==> config.mk <==
export PLATFORM = sky130hd
export DESIGN_NAME = frtcc_timer
export DESIGN_NICKNAME = d
export VERILOG_FILES = /design/src/include/frtcc_pkg.sv /design/src/design/frtcc_timer.sv
export SDC_FILE = /design/constraint.sdc
export NUM_CORES = 1
export LEC_CHECK = 0
export CELL_PAD_IN_SITES_DETAIL_PLACEMENT = 0
export CELL_PAD_IN_SITES_GLOBAL_PLACEMENT = 1
export CORE_MARGIN = 2
export CORE_UTILIZATION = 45
export CTS_BUF_LIST = sky130_fd_sc_hd__clkbuf_4 sky130_fd_sc_hd__clkbuf_8 sky130_fd_sc_hd__clkbuf_16
export DETAILED_ROUTE_END_ITERATION = 10
export DONT_BUFFER_PORTS = 1
export PLACE_DENSITY = 0.71
export SLEW_MARGIN = 5
export SYNTH_ARGS = -nofsm -noshare
export SYNTH_HDL_FRONTEND = slang
export SYNTH_SLANG_ARGS = --single-unit
==> constraint.sdc <==
create_clock -name mclk -period 4.83 [get_ports mclk]
set_input_delay 0.966 -clock mclk [delete_from_list [all_inputs] [get_ports mclk]]
set_output_delay 0.966 -clock mclk [all_outputs]
set_load 0.01 [all_outputs]
==> src/include/frtcc_pkg.sv <==
// Constants for the timer compare, capture and control block.
// Assumes an 8-bit CPU bus with a 16-bit byte address.
package frtcc_pkg;
	// Register byte addresses
	localparam logic [15:0] ADDR_CTRL    = 16'hff90;
	localparam logic [15:0] ADDR_CNT_HI  = 16'hff92;
	localparam logic [15:0] ADDR_CNT_LO  = 16'hff93;
	localparam logic [15:0] ADDR_CMPA_HI = 16'hff94;
	localparam logic [15:0] ADDR_CMPA_LO = 16'hff95;
	localparam logic [15:0] ADDR_CMPB_HI = 16'hff96;
	localparam logic [15:0] ADDR_CMPB_LO = 16'hff97;
	localparam logic [15:0] ADDR_CAP_HI  = 16'hff98;
	localparam logic [15:0] ADDR_CAP_LO  = 16'hff99;
	// Reset values and the unmapped read value
	localparam logic [7:0]  CTRL_RST     = 8'h00;
	localparam logic [15:0] CMP_RST      = 16'hffff;
	localparam logic [15:0] CAP_RST      = 16'h0000;
	localparam logic [7:0]  UNMAPPED_RD  = 8'h00;
	// Control field positions
	localparam int BIT_CAP_IE    = 7;
	localparam int BIT_MB_IE     = 6;
	localparam int BIT_MA_IE     = 5;
	localparam int BIT_WRAP_IE   = 4;
	localparam int BIT_PINB_OE   = 3;
	localparam int BIT_PINA_OE   = 2;
	localparam int BIT_CKS_HI    = 1;
	localparam int BIT_CKS_LO    = 0;
	// Clock source codes and prescaler tap masks
	localparam logic [1:0] CKS_DIV2  = 2'h0;
	localparam logic [1:0] CKS_DIV8  = 2'h1;
	localparam logic [1:0] CKS_DIV32 = 2'h2;
	localparam logic [1:0] CKS_EXT   = 2'h3;
	localparam logic [4:0] PRE_MASK2  = 5'h01;
	localparam logic [4:0] PRE_MASK8  = 5'h07;
	localparam logic [4:0] PRE_MASK32 = 5'h1f;
endpackage : frtcc_pkg

==> src/design/frtcc_timer.sv <==
// Compare, capture and control logic of a 16-bit free-running timer.
// Assumes the counter, its status flags and levels live outside and
// arrive here as plain inputs; all inputs except the asynchronous rst are synchronous to mclk.
// Notes on behaviour
// RULE1 - Both compares matched continuously, set flags
// RULE2 - Enabled match drives pin to chosen level
// RULE3 - Compare pins low until first match
// RULE4 - Compare registers all ones on reset/standby
// RULE5 - Selected edge captures counter, sets flag
// RULE6 - Edge select: zero falling, one rising
// RULE7 - Source holds capture pulse 1.5 cycles
// RULE8 - Capture register zero on reset/standby
// RULE9 - Capture overwrites even with flag set
// RULE10 - Control register read/write, zero on reset
// RULE11 - Bit 7 gates capture interrupt
// RULE12 - Bit 6 gates match B interrupt
// RULE13 - Bit 5 gates match A interrupt
// RULE14 - Bit 4 gates wrap interrupt
// RULE15 - Bits 3,2 enable compare pin outputs
// RULE16 - Bits 1:0 select counter clock source
// RULE17 - External clock counted on rising edges
// RULE18 - Upper write held, lower write commits
// RULE19 - Upper read latches lower into holding byte
`timescale 1ns/100ps
`default_nettype none
module frtcc_timer
	import frtcc_pkg::*;
#(
	parameter int CNT_W = 16
) (
	// Clock and reset
	input  wire logic              mclk,
	input  wire logic              rst,
	input  wire logic              standby,
	// CPU byte bus
	input  wire logic [15:0]       busAddr,
	input  wire logic              busWr,
	input  wire logic              busRd,
	input  wire logic [7:0]        busWrData,
	output logic      [7:0]        busRdData,
	// Counter and status register side
	input  wire logic [CNT_W-1:0]  runningCounter,
	input  wire logic              wrapFlag,
	input  wire logic              pinAMatchLevel,
	input  wire logic              pinBMatchLevel,
	input  wire logic              captureEdgeSelect,
	input  wire logic              matchAFlagClear,
	input  wire logic              matchBFlagClear,
	input  wire logic              captureFlagClear,
	output logic                   matchAFlag,
	output logic                   matchBFlag,
	output logic                   captureFlag,
	output logic                   countTick,
	output logic                   counterLoad,
	output logic      [CNT_W-1:0]  counterLoadValue,
	output logic      [1:0]        clockSelect,
	// Pins
	input  wire logic              captureInputPin,
	input  wire logic              extCountClockPin,
	output logic                   compareAPin,
	output logic                   compareBPin,
	// Interrupt requests
	output logic                   captureIrq,
	output logic                   matchBIrq,
	output logic                   matchAIrq,
	output logic                   wrapIrq
);

	initial begin
		if (CNT_W != 16)
			$error("frtcc_timer serves only a 16-bit counter");
	end

	typedef struct packed {
		logic [7:0]       ctrl;
		logic [15:0]      cmpA;
		logic [15:0]      cmpB;
		logic [15:0]      cap;
		logic [7:0]       hold;
		logic [7:0]       rdData;
		logic             flagA;
		logic             flagB;
		logic             flagCap;
		logic             pinA;
		logic             pinB;
		logic             capPrev;
		logic             extPrev;
		logic [4:0]       pre;
		logic             tick;
		logic             load;
		logic [15:0]      loadVal;
	} frtcc_state_s;

	localparam frtcc_state_s STATE_RST = '{
		ctrl: CTRL_RST, cmpA: CMP_RST, cmpB: CMP_RST, cap: CAP_RST,
		hold: 8'h00, rdData: 8'h00, flagA: 1'b0, flagB: 1'b0,
		flagCap: 1'b0, pinA: 1'b0, pinB: 1'b0, capPrev: 1'b0,
		extPrev: 1'b0, pre: 5'h00, tick: 1'b0, load: 1'b0,
		loadVal: 16'h0000};

	frtcc_state_s st_r;
	frtcc_state_s st_nxt;

	// Prescaler tap for the selected internal divider
	function automatic logic preTap(input logic [1:0] sel,
		input logic [4:0] pre);
		case (sel)
			CKS_DIV2:  preTap = (pre & PRE_MASK2) == PRE_MASK2;
			CKS_DIV8:  preTap = (pre & PRE_MASK8) == PRE_MASK8;
			CKS_DIV32: preTap = (pre & PRE_MASK32) == PRE_MASK32;
			default:   preTap = 1'b0;
		endcase
	endfunction : preTap

	logic matchA;
	logic matchB;
	logic capEdge;
	logic extRise;

	// RULE1 continuous compare
	assign matchA = runningCounter == st_r.cmpA;
	assign matchB = runningCounter == st_r.cmpB;
	// RULE6 edge select polarity
	assign capEdge = captureEdgeSelect ? (captureInputPin & ~st_r.capPrev)
		: (~captureInputPin & st_r.capPrev);
	// RULE17 external rising edge
	assign extRise = extCountClockPin & ~st_r.extPrev;

	always_comb begin
		st_nxt = st_r;
		st_nxt.capPrev = captureInputPin;
		st_nxt.extPrev = extCountClockPin;
		st_nxt.pre = st_r.pre + 5'h01;
		st_nxt.load = 1'b0;
		// RULE16 clock source select
		if (st_r.ctrl[BIT_CKS_HI:BIT_CKS_LO] == CKS_EXT)
			st_nxt.tick = extRise;
		else
			st_nxt.tick = preTap(st_r.ctrl[BIT_CKS_HI:BIT_CKS_LO], st_r.pre);

		// Set beats clear in the same cycle
		if (matchAFlagClear)
			st_nxt.flagA = 1'b0;
		if (matchBFlagClear)
			st_nxt.flagB = 1'b0;
		if (captureFlagClear)
			st_nxt.flagCap = 1'b0;
		// RULE1 set match flags
		if (matchA)
			st_nxt.flagA = 1'b1;
		if (matchB)
			st_nxt.flagB = 1'b1;
		// RULE2 RULE15 pin drive on match
		if (matchA && st_r.ctrl[BIT_PINA_OE])
			st_nxt.pinA = pinAMatchLevel;
		if (matchB && st_r.ctrl[BIT_PINB_OE])
			st_nxt.pinB = pinBMatchLevel;
		// RULE5 RULE9 capture regardless of flag
		if (capEdge) begin
			st_nxt.cap = runningCounter;
			st_nxt.flagCap = 1'b1;
		end

		// Bus reads answer one cycle later from a flop
		if (busRd) begin
			if (busAddr == ADDR_CTRL)
				st_nxt.rdData = st_r.ctrl;
			else if (busAddr == ADDR_CMPA_HI)
				st_nxt.rdData = st_r.cmpA[15:8];
			else if (busAddr == ADDR_CMPA_LO)
				st_nxt.rdData = st_r.cmpA[7:0];
			else if (busAddr == ADDR_CMPB_HI)
				st_nxt.rdData = st_r.cmpB[15:8];
			else if (busAddr == ADDR_CMPB_LO)
				st_nxt.rdData = st_r.cmpB[7:0];
			// RULE19 upper read latches lower
			else if (busAddr == ADDR_CAP_HI) begin
				st_nxt.rdData = st_r.cap[15:8];
				st_nxt.hold = st_r.cap[7:0];
			end else if (busAddr == ADDR_CNT_HI) begin
				st_nxt.rdData = runningCounter[15:8];
				st_nxt.hold = runningCounter[7:0];
			end else if (busAddr == ADDR_CAP_LO || busAddr == ADDR_CNT_LO)
				st_nxt.rdData = st_r.hold;
			else
				st_nxt.rdData = UNMAPPED_RD;
		end

		// Writes; the capture register ignores them
		if (busWr) begin
			// RULE10 control register write
			if (busAddr == ADDR_CTRL)
				st_nxt.ctrl = busWrData;
			// RULE18 upper write to holding byte
			else if (busAddr == ADDR_CMPA_HI || busAddr == ADDR_CMPB_HI
				|| busAddr == ADDR_CNT_HI)
				st_nxt.hold = busWrData;
			// RULE18 lower write commits word
			else if (busAddr == ADDR_CMPA_LO)
				st_nxt.cmpA = {st_r.hold, busWrData};
			else if (busAddr == ADDR_CMPB_LO)
				st_nxt.cmpB = {st_r.hold, busWrData};
			else if (busAddr == ADDR_CNT_LO) begin
				st_nxt.load = 1'b1;
				st_nxt.loadVal = {st_r.hold, busWrData};
			end
		end

		// RULE4 RULE8 RULE10 standby initialisation
		if (standby) begin
			st_nxt.ctrl = CTRL_RST;
			st_nxt.cmpA = CMP_RST;
			st_nxt.cmpB = CMP_RST;
			st_nxt.cap = CAP_RST;
		end
	end

	// RULE3 pins start low from reset
	always_ff @(posedge mclk or posedge rst) begin
		if (rst)
			st_r <= STATE_RST;
		else
			st_r <= st_nxt;
	end

	assign busRdData = st_r.rdData;
	assign matchAFlag = st_r.flagA;
	assign matchBFlag = st_r.flagB;
	assign captureFlag = st_r.flagCap;
	assign countTick = st_r.tick;
	assign counterLoad = st_r.load;
	assign counterLoadValue = st_r.loadVal;
	assign clockSelect = st_r.ctrl[BIT_CKS_HI:BIT_CKS_LO];
	assign compareAPin = st_r.pinA;
	assign compareBPin = st_r.pinB;
	// RULE11 capture interrupt gate
	assign captureIrq = st_r.flagCap & st_r.ctrl[BIT_CAP_IE];
	// RULE12 match B interrupt gate
	assign matchBIrq = st_r.flagB & st_r.ctrl[BIT_MB_IE];
	// RULE13 match A interrupt gate
	assign matchAIrq = st_r.flagA & st_r.ctrl[BIT_MA_IE];
	// RULE14 wrap interrupt gate
	assign wrapIrq = wrapFlag & st_r.ctrl[BIT_WRAP_IE];
endmodule : frtcc_timer
`default_nettype wire

=== Word level (Yosys, flattened, before mapping) ===
Index checks and enable logic that the tools add are counted.

* Bits of input ports: 54
* Word-level logic and storage cells: 111
* Register bits after elaboration: 102

* Add/sub/neg operators: 1
* Equality and inequality tests: 19
* Reductions and logical operators: 18
* Mux-type cells: 42
* Bitwise gates (word level): 14

{| class="wikitable"
|+ Operator list
! kind !! number
|-
| equality test 16 bit, second input constant || 9
|-
| 2-to-1 mux 8 bit || 17
|-
| 2-to-1 mux 17 bit || 6
|-
| 2-to-1 mux 16 bit || 6
|-
| 2-to-1 mux 32 bit || 2
|-
| 2-to-1 mux 56 bit || 1
|-
| 2-to-1 mux 40 bit || 1
|-
| equality test 16 bit || 2
|-
| nonzero test 2 bit || 8
|-
| 2-to-1 mux 1 bit || 8
|-
| bitwise AND 1 bit || 7
|-
| inverter 1 bit || 7
|-
| != test 2 bit, second input constant || 3
|-
| AND reduction 6 bit || 1
|-
| adder 5 x 1 -> 5 bit, second input constant || 1
|-
| equality test 5 bit, second input constant || 1
|-
| AND reduction 5 bit || 1
|-
| equality test 2 bit, second input constant || 2
|-
| AND reduction 4 bit || 1
|-
| equality test 3 bit, second input constant || 1
|-
| logical OR 1 bit || 3
|-
| case mux 1 bit (3 select lines) || 1
|-
| equality test 2 x 1 -> 1 bit, second input constant || 1
|-
| logical AND 1 bit || 2
|-
| 2 further kinds || 2
|}

=== Logic depth before layout (Yosys ltp) ===
* Depth in word-level cells: 14
* Gate-level depth with buffers: 7
* Depth with buffers taken out: 5

=== Worst setup path before layout ===
No wires, ideal clock.

* Path type: in2reg
* Start point: input busAddr[6]
* End point: register st_r, in the netlist counterLoadValue[6]
* Path slack: 2.238 ns
* Stages on the path: 6
* Setup time: 0.125 ns
* Buffers on the path: 2
* Arrival: 2.467 ns
* Required time: 4.705 ns
* Cell sequence: and4bb_2 -> buf_6 -> nand3_4 -> nor4_4 -> buf_4 -> mux2_2

* Word-level cells in the longest chain between the ends: 5

{| class="wikitable"
|+ RTL lines
! item !! line !! source
|-
| from (decl) || frtcc_timer.sv:36 || <nowiki>input wire logic [15:0] busAddr,</nowiki>
|-
| equality test 16 bit || frtcc_timer.sv:195 || <nowiki>else if (busAddr == ADDR_CMPA_HI || busAddr == ADDR_CMPB_HI</nowiki>
|-
| logical OR 1 bit || frtcc_timer.sv:195 ||
|-
| logical OR 1 bit || frtcc_timer.sv:196 || <nowiki>|| busAddr == ADDR_CNT_HI)</nowiki>
|-
| inverter 1 bit (no line) || - ||
|-
| AND reduction 6 bit (no line) * || - ||
|-
| to (signal assigned) || frtcc_timer.sv:223 || <nowiki>st_r <= st_nxt;</nowiki>
|-
| to (decl) || frtcc_timer.sv:101 || <nowiki>frtcc_state_s st_r;</nowiki>
|}

Mark *: on every way between the ends. The rest lies on a longest branch, timed or not.
A chain may end at the register's enable or synchronous reset.

=== Final worst setup path ===
* Start point: input busAddr[15]
* End point: register st_r[64] (netlist name)

* Word-level cells in the longest chain between the ends: 5

{| class="wikitable"
|+ RTL lines
! item !! line
|-
| equality test 16 bit || frtcc_timer.sv:195
|-
| logical OR 1 bit || frtcc_timer.sv:195
|-
| logical OR 1 bit || frtcc_timer.sv:196
|-
| != test 2 bit (no line) || -
|-
| AND reduction 5 bit (no line) * || -
|}

Marked as above.

==> summary.md <==
| Metric | Value |
|---|---|
| Slowest CP cell | `a21o_1` |
| CTS max path bufs | `2` |
| Post-CTS Setup Bufs | `0` |
| Clock slew at reported path FFs | `0.07 ns` |
| Vias per cell | `6.16` |
| Largest stage delay on the critical path | `0.58 ns` |
| Peak supply drop | `261 uV` |
| DP HPWL | `11100 microns` |
| Routed len/inst | `24.0 microns` |
| Total gr overflow | `0` |
| DRC | `0` |
| Gpl congestion | `0.905` |
| Total power | `0.00169 W` |
| Fraction of registers with async set/reset | `100%` |
| Number of diodes | `0` |
| Synth warn | `0` |
| PwrDens | `295 mW/mm^2` |
| Via count | `3972` |
| Fillcell total | `1133` |
| Fin area | `0.00575 sq mm` |
| Worst slack at placement | `1.70 ns` |
| Initial antenna violation count | `0` |
| Pleak | `2.54 nW` |
| Rel. slew slack | `22.4%` |
| Endpoint class of the critical path | `flip-flop` |
| Core ar. | `0.0121 sq mm` |
| Yosys reg bits | `102` |
| All-Layer GR Usage | `24.7%` |
| Worst EP arrival | `3.06 ns` |
| Cells along the critical path | `and4_1 -> nand4_1 -> nor2_1 -> a21o_1 -> o22a_1` |
| CTS tree | `yes` |
| Kind of critical path | `input port to flip-flop` |
| Clock Latency Late Sink | `0.35 ns` |
| Worst setup SP type | `input port` |
| Syn Area/Cell | `10.8 sq um` |
| Most used DFF post-synth | `dfrtp_1` |
| Synth area leader | `dfrtp_1` |
| Final setup violation count | `0` |
| DR iter-0 viols | `255` |
| Max Fclk | `361 MHz` |
| Outcome | `complete, no violations` |
| Hold Buf Count CTS | `0` |
| Final period util | `57.3%` |
| Seq/Total Area, Yosys | `46.6%` |
| Register area | `0.00259 sq mm` |
| WP data required | `5.13 ns` |
| Top area cells in the synthesized netlist | `dfrtp_1 31%, dfstp_2 15%, mux2i_1 6.1%` |
| Post-DP Area | `0.00546 sq mm` |
| Die area | `0.0133 sq mm` |
| CP delay by family, top | `simple AND/OR/NAND/NOR gates` |
| Number of maximum-capacitance violations | `0` |
| DRT antenna net count | `0` |
| Setup repair after global routing missed its margin | `false` |
| Slew @ Worst Pin | `1.16 ns` |
| Fin. Hold Viols | `0` |
| Max Clock Skew | `0.00613 ns` |
| Sum Neg Setup Slack | `0 ns` |
| Cell count after synthesis | `515` |
| Synthesized net count | `572` |
| CTS root buf | `clkbuf_16` |
| Horiz. Die Dim | `115 microns` |
| Initial Util | `46.2%` |
| Distinct cells, synth | `65` |
| Buffers and inverters on the worst path | `0` |
| Routed WL | `15500 microns` |
| Yosys top cell area share | `31.5%` |
| Vias in the first global route | `3984` |
| First-pass iteration count of the detailed router | `5` |
| Tightest Hold Check Type | `flip-flop to flip-flop` |
| Multi-input logic area | `0.00257 sq mm` |
| Post-layout nets | `529` |
| Final worst slack | `2.06 ns` |
| I/O Buffers | `0` |
| CTS H-Tree Depth | `3` |
| Clk sinks | `102` |
| CTS Buf Count | `9` |
| Site Rows | `40` |
| Layout cell share with drive strength beyond 1 | `15.9%` |
| Min cycle time layout | `2.77 ns` |
| Ports | `91` |
| Global-route wire length before repair | `24000 microns` |
| Slew Limit Fails | `0` |
| Critical-path maximum fanout | `16` |
| Area Overhead vs Synth | `3.28%` |
| Pin count of the biggest net entering global routing | `72` |
| Post_cts resized | `0` |
| EDFF count, synth | `0` |
| Mapped cell area | `0.00557 sq mm` |
| DIE HEIGHT | `115 microns` |
-- final timing paths --
check / from / end / slack [ns] / depth (start not counted)
max in group asynchronous: rst / st_r[76] / 3.18 / 2
min reg2reg: st_r[21] / st_r[21] / 0.48 / 1
min in group asynchronous: rst / counterLoadValue[0] / 0.67 / 1
max reg2reg: st_r[85] / compareAPin / 2.89 / 5
max: busAddr[15] / st_r[64] / 2.06 / 5
min: st_r[21] / st_r[21] / 0.48 / 1
-- kinds of logic (layout without fill, tap and decap cells) --
group,Yosys count,in the layout,synth area share (%)
buf+inv,74,36,7.39
flops,102,102,46.6
fa+ha+maj,3,3,0.674
xor+xnor,34,34,5.35
simple gates,125,125,12.5
mux,53,53,10.2
compound gates,124,124,17.4
-- placed cells by master, fill, tap and decap left out, types with 11 or more instances in the layout --
cell type	synthesis	routed
dfrtp_1	70	70
nor2_1	46	46
xnor2_1	33	33
mux2i_1	34	34
inv_1	18	17
o22a_1	32	32
dfstp_2	32	32
mux2_2	11	11
nand2_1	26	26
o21ai_0	16	16
-- routing by layer --
metal	share of wire [%]	GRT usage (%)	vias to the layer above
li1	-	-	1780
met1	44	33.8	2013
met2	47	37.6	155
met3	7.1	7.27	24
met4	2.5	8.35	0
met5	0	0	-
-- layout make-up --
type                            instances  area share [%]
Timing Repair Buffer                    2           0.261
Sequential cell                       102            45.1
Clock buffer                           12            4.63
Inverter                               18            1.22
Tap cell                              168            3.65
Multi-Input combinational cell        339            44.7
Clock inverter                          4           0.500
-- registers in the layout, indices dropped and copies added, names as in the netlist, 2 cells and up --
name	cells
st_r	69
counterLoadValue	16
busRdData	8
clockSelect	2
-- stage by stage --
stage | util [%] | cells | hold WS [ns]
floorplan | - | 515 | 0.438
global placement | 45.2 | 629 | 0.456
detailed placement | 45.2 | 629 | 0.461
CTS | 47.7 | 645 | 0.475
global route | 47.7 | 645 | 0.501
finish | 47.7 | 645 | 0.481
-- report_power, final --
| group | total [W] | switching [W] | internal, W |
|---|---|---|---|
| logic | 0.000101 | 0.0000608 | 0.0000407 |
| registers | 0.000878 | 0.0000108 | 0.000867 |
| clock network | 0.000714 | 0.000321 | 0.000393 |
| total | 0.00169 | 0.000393 | 0.00130 |
-- synth_stat cells (5+ instances only) --
cell	number
dfrtp_1	70
nor2_1	46
mux2i_1	34
xnor2_1	33
dfstp_2	32
o22a_1	32
buf_4	28
nand2_1	26
inv_1	18
o21ai_0	16
clkbuf_1	12
a21oi_1	11
mux2_2	11
buf_2	10
nand4_1	10
a221o_1	9
a2111oi_1	7
mux2_1	7
nand3_1	6
o22ai_1	6
a22oi_1	5
nor2b_1	5
o221ai_1	5
(Power assumes the default switching activity.)
